### src/hw/prio_cfg_consts.vh
/*
  Constants for the interrupt priority configuration block: register
  offsets, write masks, reset value, field positions and level codes.
  Assumes a 5-bit word address and 16-bit register data.
*/
`ifndef PRIO_CFG_CONSTS_VH
`define PRIO_CFG_CONSTS_VH

`define ADDR_W              5
`define DATA_W              16
`define SRC_COUNT           17

// word offsets of the three priority registers
`define OFS_SELECT_TWO      5'h02
`define OFS_SELECT_THREE    5'h03
`define OFS_SELECT_FOUR     5'h04

// writable bits; everything else is reserved and reads as zero
`define MASK_SELECT_TWO     16'hC3FF
`define MASK_SELECT_THREE   16'hC03F
`define MASK_SELECT_FOUR    16'hFFFF
`define RESET_VALUE         16'h0000
`define READ_IDLE           16'h0000

// field codes as stored
`define FIELD_OFF           2'h0
`define FIELD_LEVEL0        2'h1
`define FIELD_LEVEL1        2'h2
`define FIELD_LEVEL2        2'h3

// decoded level values
`define LEVEL_ZERO          2'h0
`define LEVEL_ONE           2'h1
`define LEVEL_TWO           2'h2

// field low bits, select_two
`define SER0_TX_EMPTY_LSB   14
`define SPI0_TX_EMPTY_LSB   8
`define SPI0_RX_FULL_LSB    6
`define PORT_A_LSB          4
`define PORT_B_LSB          2
`define PORT_C_LSB          0
// field low bits, select_three
`define TW_ERROR_LSB        14
`define SER0_RX_FULL_LSB    4
`define SER0_RX_ERROR_LSB   2
`define SER0_TX_IDLE_LSB    0
// field low bits, select_four
`define TIMER_CH3_LSB       14
`define TIMER_CH2_LSB       12
`define TIMER_CH1_LSB       10
`define TIMER_CH0_LSB       8
`define TW_STATUS_LSB       6
`define TW_TRANSMIT_LSB     4
`define TW_RECEIVE_LSB      2
`define TW_GENERAL_LSB      0

// source index in the decoded vectors
`define SRC_SER0_TX_EMPTY   0
`define SRC_SPI0_TX_EMPTY   1
`define SRC_SPI0_RX_FULL    2
`define SRC_PORT_A          3
`define SRC_PORT_B          4
`define SRC_PORT_C          5
`define SRC_TW_ERROR        6
`define SRC_SER0_RX_FULL    7
`define SRC_SER0_RX_ERROR   8
`define SRC_SER0_TX_IDLE    9
`define SRC_TIMER_CH3       10
`define SRC_TIMER_CH2       11
`define SRC_TIMER_CH1       12
`define SRC_TIMER_CH0       13
`define SRC_TW_STATUS       14
`define SRC_TW_TRANSMIT     15
`define SRC_TW_RECEIVE      16

`endif

### src/hw/interrupt_priority_config.v
/*
  Interrupt priority configuration: three 16-bit priority select
  registers, each 2-bit field disabling one request or giving it
  level 0, 1 or 2, decoded into enable and level outputs; the two-wire general field, with no enable output, decodes only to its level.
  Assumes a single clock, synchronous inputs, a plain register port
  with one-cycle strobes and an arbiter that reads the decoded outputs.
*/
`timescale 1ns/100ps
`default_nettype none
`include "prio_cfg_consts.vh"

module interrupt_priority_config (
  input  wire                 clk_i,
  input  wire                 reset_i,
  input  wire                 ce_i,
  input  wire [`ADDR_W-1:0]   addr_i,
  input  wire [`DATA_W-1:0]   wr_data_i,
  input  wire                 wr_i,
  input  wire                 rd_i,
  output wire [`DATA_W-1:0]   rd_data_o,
  output wire                 reserved_write_o,
  output wire [`SRC_COUNT-1:0] src_enable_o,
  output wire [`SRC_COUNT-1:0] level0_set_o,
  output wire [`SRC_COUNT-1:0] level1_set_o,
  output wire [`SRC_COUNT-1:0] level2_set_o,
  output wire [1:0]           serial0_tx_empty_level_o,
  output wire [1:0]           spi0_tx_empty_level_o,
  output wire [1:0]           spi0_rx_full_level_o,
  output wire [1:0]           port_a_pin_level_o,
  output wire [1:0]           port_b_pin_level_o,
  output wire [1:0]           port_c_pin_level_o,
  output wire [1:0]           twowire_error_level_o,
  output wire [1:0]           serial0_rx_full_level_o,
  output wire [1:0]           serial0_rx_error_level_o,
  output wire [1:0]           serial0_tx_idle_level_o,
  output wire [1:0]           timer_ch3_level_o,
  output wire [1:0]           timer_ch2_level_o,
  output wire [1:0]           timer_ch1_level_o,
  output wire [1:0]           timer_ch0_level_o,
  output wire [1:0]           twowire_status_level_o,
  output wire [1:0]           twowire_transmit_level_o,
  output wire [1:0]           twowire_receive_level_o,
  output wire [1:0]           twowire_general_level_o
);

  localparam N = `SRC_COUNT;

  // map a stored field code onto the arbiter's level number
  function [1:0] level_of;
    input [1:0] field;
    begin
      case (field)
        `FIELD_LEVEL0: level_of = `LEVEL_ZERO;
        `FIELD_LEVEL1: level_of = `LEVEL_ONE;
        `FIELD_LEVEL2: level_of = `LEVEL_TWO;
        default:       level_of = `LEVEL_ZERO;
      endcase
    end
  endfunction

  function enable_of;
    input [1:0] field;
    begin
      enable_of = (field != `FIELD_OFF);
    end
  endfunction

  // write mask per offset; unmapped offsets give zero
  function [`DATA_W-1:0] mask_of;
    input [`ADDR_W-1:0] addr;
    begin
      case (addr)
        `OFS_SELECT_TWO:   mask_of = `MASK_SELECT_TWO;
        `OFS_SELECT_THREE: mask_of = `MASK_SELECT_THREE;
        `OFS_SELECT_FOUR:  mask_of = `MASK_SELECT_FOUR;
        default:           mask_of = `READ_IDLE;
      endcase
    end
  endfunction

  reg  [`DATA_W-1:0]   select_two_q;
  reg  [`DATA_W-1:0]   select_three_q;
  reg  [`DATA_W-1:0]   select_four_q;
  reg  [`DATA_W-1:0]   rd_data_q;
  reg  [`DATA_W-1:0]   rd_data_d;
  reg                  reserved_write_q;
  reg  [N-1:0]         enable_q;
  reg  [2*N-1:0]       level_q;
  reg  [N-1:0]         level0_q;
  reg  [N-1:0]         level1_q;
  reg  [N-1:0]         level2_q;
  reg  [1:0]           general_level_q;

  wire                 hit_two;
  wire                 hit_three;
  wire                 hit_four;
  wire                 mapped;
  wire [2*N-1:0]       field_w;
  wire [N-1:0]         enable_d;
  wire [2*N-1:0]       level_d;
  wire [N-1:0]         level0_d;
  wire [N-1:0]         level1_d;
  wire [N-1:0]         level2_d;

  assign hit_two   = (addr_i == `OFS_SELECT_TWO);
  assign hit_three = (addr_i == `OFS_SELECT_THREE);
  assign hit_four  = (addr_i == `OFS_SELECT_FOUR);
  assign mapped    = hit_two | hit_three | hit_four;

  // register writes; reserved bits are never stored
  always @(posedge clk_i) begin
    if (reset_i) begin
      select_two_q   <= `RESET_VALUE;
      select_three_q <= `RESET_VALUE;
      select_four_q  <= `RESET_VALUE;
    end else if (ce_i && wr_i) begin
      if (hit_two) begin
        select_two_q <= wr_data_i & `MASK_SELECT_TWO;
      end
      if (hit_three) begin
        select_three_q <= wr_data_i & `MASK_SELECT_THREE;
      end
      if (hit_four) begin
        select_four_q <= wr_data_i & `MASK_SELECT_FOUR;
      end
    end
  end

  // read mux; unmapped offsets answer zero
  always @* begin
    case (addr_i)
      `OFS_SELECT_TWO:   rd_data_d = select_two_q;
      `OFS_SELECT_THREE: rd_data_d = select_three_q;
      `OFS_SELECT_FOUR:  rd_data_d = select_four_q;
      default:           rd_data_d = `READ_IDLE;
    endcase
  end

  // read data stands until the next enabled cycle, zero otherwise
  always @(posedge clk_i) begin
    if (reset_i) begin
      rd_data_q <= `READ_IDLE;
    end else if (ce_i) begin
      if (rd_i) begin
        rd_data_q <= rd_data_d;
      end else begin
        rd_data_q <= `READ_IDLE;
      end
    end
  end

  // flags a write that broke the zero-in-reserved convention;
  // the data is still taken, reserved bits are dropped
  always @(posedge clk_i) begin
    if (reset_i) begin
      reserved_write_q <= 1'b0;
    end else if (ce_i) begin
      reserved_write_q <= wr_i & mapped &
        (|(wr_data_i & ~mask_of(addr_i)));
    end
  end

  // gather each source's field into one packed vector
  assign field_w[2*`SRC_SER0_TX_EMPTY +: 2] =
    select_two_q[`SER0_TX_EMPTY_LSB +: 2];
  assign field_w[2*`SRC_SPI0_TX_EMPTY +: 2] =
    select_two_q[`SPI0_TX_EMPTY_LSB +: 2];
  assign field_w[2*`SRC_SPI0_RX_FULL +: 2] =
    select_two_q[`SPI0_RX_FULL_LSB +: 2];
  assign field_w[2*`SRC_PORT_A +: 2] =
    select_two_q[`PORT_A_LSB +: 2];
  assign field_w[2*`SRC_PORT_B +: 2] =
    select_two_q[`PORT_B_LSB +: 2];
  assign field_w[2*`SRC_PORT_C +: 2] =
    select_two_q[`PORT_C_LSB +: 2];
  assign field_w[2*`SRC_TW_ERROR +: 2] =
    select_three_q[`TW_ERROR_LSB +: 2];
  assign field_w[2*`SRC_SER0_RX_FULL +: 2] =
    select_three_q[`SER0_RX_FULL_LSB +: 2];
  assign field_w[2*`SRC_SER0_RX_ERROR +: 2] =
    select_three_q[`SER0_RX_ERROR_LSB +: 2];
  assign field_w[2*`SRC_SER0_TX_IDLE +: 2] =
    select_three_q[`SER0_TX_IDLE_LSB +: 2];
  assign field_w[2*`SRC_TIMER_CH3 +: 2] =
    select_four_q[`TIMER_CH3_LSB +: 2];
  assign field_w[2*`SRC_TIMER_CH2 +: 2] =
    select_four_q[`TIMER_CH2_LSB +: 2];
  assign field_w[2*`SRC_TIMER_CH1 +: 2] =
    select_four_q[`TIMER_CH1_LSB +: 2];
  assign field_w[2*`SRC_TIMER_CH0 +: 2] =
    select_four_q[`TIMER_CH0_LSB +: 2];
  assign field_w[2*`SRC_TW_STATUS +: 2] =
    select_four_q[`TW_STATUS_LSB +: 2];
  assign field_w[2*`SRC_TW_TRANSMIT +: 2] =
    select_four_q[`TW_TRANSMIT_LSB +: 2];
  assign field_w[2*`SRC_TW_RECEIVE +: 2] =
    select_four_q[`TW_RECEIVE_LSB +: 2];

  // one decoder per source
  genvar i;
  generate
    for (i = 0; i < N; i = i + 1) begin : g_src
      assign enable_d[i] = enable_of(field_w[2*i +: 2]);
      assign level_d[2*i +: 2] = level_of(field_w[2*i +: 2]);
      assign level0_d[i] = (field_w[2*i +: 2] == `FIELD_LEVEL0);
      assign level1_d[i] = (field_w[2*i +: 2] == `FIELD_LEVEL1);
      assign level2_d[i] = (field_w[2*i +: 2] == `FIELD_LEVEL2);
    end
  endgenerate

  // decoded outputs are registered, so they trail a write by one
  // cycle; this keeps the arbiter off the register write path
  always @(posedge clk_i) begin
    if (reset_i) begin
      enable_q        <= {N{1'b0}};
      level_q         <= {(2*N){1'b0}};
      level0_q        <= {N{1'b0}};
      level1_q        <= {N{1'b0}};
      level2_q        <= {N{1'b0}};
      general_level_q <= `LEVEL_ZERO;
    end else if (ce_i) begin
      enable_q        <= enable_d;
      level_q         <= level_d;
      level0_q        <= level0_d;
      level1_q        <= level1_d;
      level2_q        <= level2_d;
      general_level_q <= level_of(select_four_q[`TW_GENERAL_LSB +: 2]);
    end
  end

  assign rd_data_o        = rd_data_q;
  assign reserved_write_o = reserved_write_q;
  assign src_enable_o     = enable_q;
  assign level0_set_o     = level0_q;
  assign level1_set_o     = level1_q;
  assign level2_set_o     = level2_q;

  assign serial0_tx_empty_level_o =
    level_q[2*`SRC_SER0_TX_EMPTY +: 2];
  assign spi0_tx_empty_level_o    =
    level_q[2*`SRC_SPI0_TX_EMPTY +: 2];
  assign spi0_rx_full_level_o     =
    level_q[2*`SRC_SPI0_RX_FULL +: 2];
  assign port_a_pin_level_o       =
    level_q[2*`SRC_PORT_A +: 2];
  assign port_b_pin_level_o       =
    level_q[2*`SRC_PORT_B +: 2];
  assign port_c_pin_level_o       =
    level_q[2*`SRC_PORT_C +: 2];
  assign twowire_error_level_o    =
    level_q[2*`SRC_TW_ERROR +: 2];
  assign serial0_rx_full_level_o  =
    level_q[2*`SRC_SER0_RX_FULL +: 2];
  assign serial0_rx_error_level_o =
    level_q[2*`SRC_SER0_RX_ERROR +: 2];
  assign serial0_tx_idle_level_o  =
    level_q[2*`SRC_SER0_TX_IDLE +: 2];
  assign timer_ch3_level_o        =
    level_q[2*`SRC_TIMER_CH3 +: 2];
  assign timer_ch2_level_o        =
    level_q[2*`SRC_TIMER_CH2 +: 2];
  assign timer_ch1_level_o        =
    level_q[2*`SRC_TIMER_CH1 +: 2];
  assign timer_ch0_level_o        =
    level_q[2*`SRC_TIMER_CH0 +: 2];
  assign twowire_status_level_o   =
    level_q[2*`SRC_TW_STATUS +: 2];
  assign twowire_transmit_level_o =
    level_q[2*`SRC_TW_TRANSMIT +: 2];
  assign twowire_receive_level_o  =
    level_q[2*`SRC_TW_RECEIVE +: 2];
  assign twowire_general_level_o  = general_level_q;

endmodule

`default_nettype wire

### config.mk
export PLATFORM = sky130hd
export DESIGN_NAME = interrupt_priority_config
export DESIGN_NICKNAME = d
export VERILOG_FILES = /design/src/hw/interrupt_priority_config.v
export VERILOG_INCLUDE_DIRS = /design/src /design/src/hw
export SDC_FILE = /design/constraint.sdc
export NUM_CORES = 1
export LEC_CHECK = 0
export ABC_AREA = 1
export BUFFER_PORTS_ARGS = -buffer_cell sky130_fd_sc_hd__buf_2
export CAP_MARGIN = 20
export CORE_MARGIN = 3
export CORE_UTILIZATION = 52
export CTS_CLUSTER_DIAMETER = 30
export DETAILED_ROUTE_END_ITERATION = 16
export PLACE_DENSITY = 0.79
export SLEW_MARGIN = 5
export SYNTH_ARGS = -nofsm -noshare
export SYNTH_HDL_FRONTEND = slang
export SYNTH_SLANG_ARGS = --single-unit
export TNS_END_PERCENT = 10
### constraint.sdc
create_clock -name clk_i -period 1.2 [get_ports clk_i]
set_input_delay 0.06 -clock clk_i [delete_from_list [all_inputs] [get_ports clk_i]]
set_output_delay 0.06 -clock clk_i [all_outputs]
set_load 0.02 [all_outputs]
== After elaboration in Yosys (flattened, before gate mapping) ==
Cells that the tools add are included.

* Register bits after elaboration: 157
* Input port bits: 26
* Output and inout bits: 121
* Word-level logic and storage cells: 118

* Equality and inequality tests: 56
* Muxes and demuxes: 23
* Bitwise gates (word level): 6
* Reduce and logical (&&, ||, !) cells: 22

{| class="wikitable"
|+ Operators with widths
! operator !! count
|-
| one-hot mux 16 bit (3 select lines) || 2
|-
| equality test 2 bit (second input constant) || 36
|-
| one-hot mux 2 bit (2 select lines) || 18
|-
| 2-to-1 mux 16 bit || 3
|-
| equality test 2 x 1 -> 1 bit (second input constant) || 17
|-
| nonzero test 2 bit || 17
|-
| AND 16 bit || 1
|-
| NOT 16 bit || 1
|-
| OR reduction 16 bit || 1
|-
| equality test 5 x 2 -> 1 bit (second input constant) || 2
|-
| AND reduction 2 bit || 3
|-
| equality test 5 x 3 -> 1 bit (second input constant) || 1
|-
| AND 1 bit || 2
|-
| OR 1 bit || 2
|-
| logical AND 1 bit || 1
|}

== Longest topological paths before layout ==
* Depth in word-level cells: 8
* Depth in mapped cells: 9
* Depth with buffers taken out: 8

== Worst setup path after synthesis ==
Ideal clock, no wire load.

* Path kind: input to register
* Start: in ce_i
* End: reg select_four_q[10]
* Setup time: 0.117 ns
* Arrival: 0.971 ns
* Data required time: 1.083 ns
* Setup slack: 0.112 ns
* Stages: 9
* Buffers on the path: 2
* Cells stage by stage: buf_2 > nand2_1 > nor2_1 > inv_2 > nor2_8 > inv_4 > buf_6 > o21ai_1 > a21oi_1

* Longest elaborated chain between the ends: 2

{| class="wikitable"
|+ Ends and longest elaborated chain
! element !! RTL line !! RTL
|-
| start, declared || interrupt_priority_config.v:15 || <nowiki>input wire ce_i,</nowiki>
|-
| logical AND 1 bit || interrupt_priority_config.v:116 || <nowiki>end else if (ce_i && wr_i) begin</nowiki>
|-
| AND reduction 2 bit (no source line) || - ||
|-
| end signal, assigned || interrupt_priority_config.v:115 || <nowiki>select_four_q <= `RESET_VALUE;</nowiki>
|-
| end signal, assigned || interrupt_priority_config.v:124 || <nowiki>select_four_q <= wr_data_i & `MASK_SELECT_FOUR;</nowiki>
|-
| end, declared || interrupt_priority_config.v:83 || <nowiki>reg [`DATA_W-1:0] select_four_q;</nowiki>
|}

Every way passes these cells.
A chain may end at the register's enable or synchronous reset.

== Worst setup path in the final report ==
* Start: in addr_i[2]
* End: reg select_four_q[8]

* Longest elaborated chain between the ends: 2

{| class="wikitable"
|+ Ends and longest elaborated chain
! element !! RTL line !! RTL
|-
| start, declared || interrupt_priority_config.v:16 || <nowiki>input wire [`ADDR_W-1:0] addr_i,</nowiki>
|-
| equality test 5 x 3 -> 1 bit || - ||
|-
| AND reduction 2 bit (no source line) || - ||
|}

Every way passes these cells.

==> out/results.ini <==
[sta]
setup_viol=0
fmax_ghz=0.836
hold_viol_final=0
drv_slew=0
finalWorstSetupSlack_ns=0.00414
maxSlewHeadroom=0.671
hold_ws_ns=0.0336
setup_tns_ns=0
fin_skew_ns=0.00808
fin_crit_sh=0.997
finalCriticalPeriod_ns=1.20
worst_slew_pin_slew_ns=0.489

[final_layout]
diodes=0
area_delta_synth_final_pct=31.8
final_cells=899
post_route_cells_drive_above_1_share=0.281
fin_nets=783
fillers=726
multi_input_area_mm2=0.00198
fin_area_mm2=0.00664
fin_util=0.712
regArea_mm2=0.00246

[clock_network]
cts.sinks=123
htree_levels=4
numCtsBuffers=17
clkLatencyLatePin_ns=0.52
root_buffer=clkbuf_8
clk_path_buf_depth=2
cts_tree=yes
clk_pin_slew_ns=0.06

[synth]
synth.area.mux_share=0
synth_fp_nets=654
synth_warnings=0
synthCells=628
yosys.area_share.simple=0.207
syn_area_per_cell_um2=8.03
synth_cell_type_count=24
synth_top_family_by_area=simple AND/OR/NAND/NOR gates
synth_xor_area_frac=0
seq_area_frac_synth=0.488
synth_fa_ha_area_frac=0
ys_ff_latch=123
synth_compound_area_frac=0.181
syn_area_mm2=0.00504

[drt]
wl_um=14700
drc_errors=0
ant_nets=0
avgViaCountPerCell=5.46
drtPass1Iterations=5
wl_per_cell_um=16.4
first_iter_violations=397
routed-via-count=4910

[die]
core.rowCount=35
io_pins=147
start_util=0.541
die_h_um=104
dieArea_mm2=0.0109
chipWidth_um=104
core_area_mm2=0.00933

[pwr]
ir_drop_uv=874
power.total_mw=10.8
powerDensity_mw_per_mm2=1620
p_leak_nw=2.92

[global_routing]
grt_max_degree=71
first_global_vias=4641
grt_overflow=0
grt_pass1_wl_um=23900
grt_util_all_layers=0.272
antenna_found_initial=0

[worst_setup_path]
endpoint_kind=register
path_class=input port to register
critical_path.max_fanout=9
critPathArrivalTime_ns=1.63
crit_required_ns=1.63
cp-start-kind=input port

[run]
drv_cap=0

[outcome]
outcome=finished clean

[place]
port_buffers=146
dp_cells=844
routabilityCongestion=0.941
place_ws_ns=0.0175
placed_cell_area_mm2=0.00571
hpwl_um=9690

[hold_path]
min_path_type=input port to register

repair_timing:
item,in CTS,in global routing
setup endpoints to repair,0,18
buffers inserted,0,3
endpoints found under the hold margin,53,0
hold buffers,20,0
gates resized for setup,0,9
layer usage:
metal / routed length [µm] / GRT usage / vias up
li1: - / - / 2375
met1: 6360 / 0.355 / 2281
met2: 6860 / 0.436 / 213
met3: 1090 / 0.0677 / 41
met4: 391 / 0.102 / 0
met5: 0 / 0 / -
worst paths after layout:
| kind | start | end | slack, ns | depth (start not counted) |
|---|---|---|---|---|
| min reg2reg | rd_data_o[9] | rd_data_o[9] | 0.46 | 2 |
| min | ce_i | src_enable_o[14] | 0.03 | 3 |
| max reg2reg | select_four_q[14] | rd_data_o[14] | 0.22 | 4 |
| max | addr_i[2] | select_four_q[8] | 0.004 | 9 |
logic make-up (layout without fill, tap and decap cells):
group	after synthesis	after routing
AOI/OAI and AO/OA	175	175
buffers and inverters	121	263
DFF	123	123
and+or+nand+nor	209	209
report_power, final:
part | switching, mW | internal (mW)
registers | 0.0352 | 4.14
clock network | 1.92 | 4.02
logic | 0.428 | 0.241
total | 2.39 | 8.39
layout by cell type, fill, tap and decap left out, types with 2 or more instances in the layout:
cell	netlist	layout
buf_2	8	145
dfxtp_1	123	123
a21oi_1	103	101
nand2_1	88	87
nand3_1	68	68
inv_1	43	43
o21ai_0	44	43
nand4_1	24	24
dlygate4sd3_1	0	20
clkbuf_16	0	16
a31oi_1	14	14
nor2_1	14	12
o21ai_1	8	9
buf_12	0	9
buf_4	35	8
bufinv_16	0	7
inv_2	5	5
nor4_1	5	5
nor2_4	3	4
nor2_8	4	4
nand2_4	2	2
o21ai_2	2	2
a21oi_2	0	2
o21bai_1	2	2
a2bb2oi_1	2	2
inv_6	0	2
clkinv_4	0	2
clkinvlp_4	0	2
Yosys cell counts (all sizes together):
library cell	instances	area share
nand4	24	0.030
o21ai	54	0.055
dfxtp	123	0.49
nand3	68	0.067
clkbuf	26	0.019
nor4	5	0.0062
nor3	1	0.00099
inv	49	0.037
a21oi	103	0.10
buf	46	0.067
nor2	21	0.033
a2bb2oi	2	0.0035
o21bai	2	0.0030
a31oi	14	0.017
nand2	90	0.070
critical path: stages:
cell,delay (ns)
dlygate4sd3_1,0.54
buf_4,0.15
inv_2,0.06
nor2_8,0.13
nand2_4,0.09
nor2_8,0.13
buf_4,0.17
o21ai_0,0.11
a21oi_1,0.19
flip-flops by register name, indices dropped and copies added, names as in the netlist:
signal and count:
rd_data_o 16, level_q 13, level1_set_o 5, level0_set_o 17, level2_set_o 16, select_four_q 16, src_enable_o 17, select_three_q 8
select_two_q 12, twowire_general_level_o 2, reserved_write_o 1
cell type report:
| type | count | share of cell area |
|---|---|---|
| multi-input combinational | 384 | 0.299 |
| clock buffer | 18 | 0.0629 |
| inverter | 49 | 0.0281 |
| tap | 129 | 0.0243 |
| sequential | 123 | 0.371 |
| clock inverter | 14 | 0.0399 |
| timing repair buffer | 182 | 0.176 |
(Power assumes the default switching activity.)
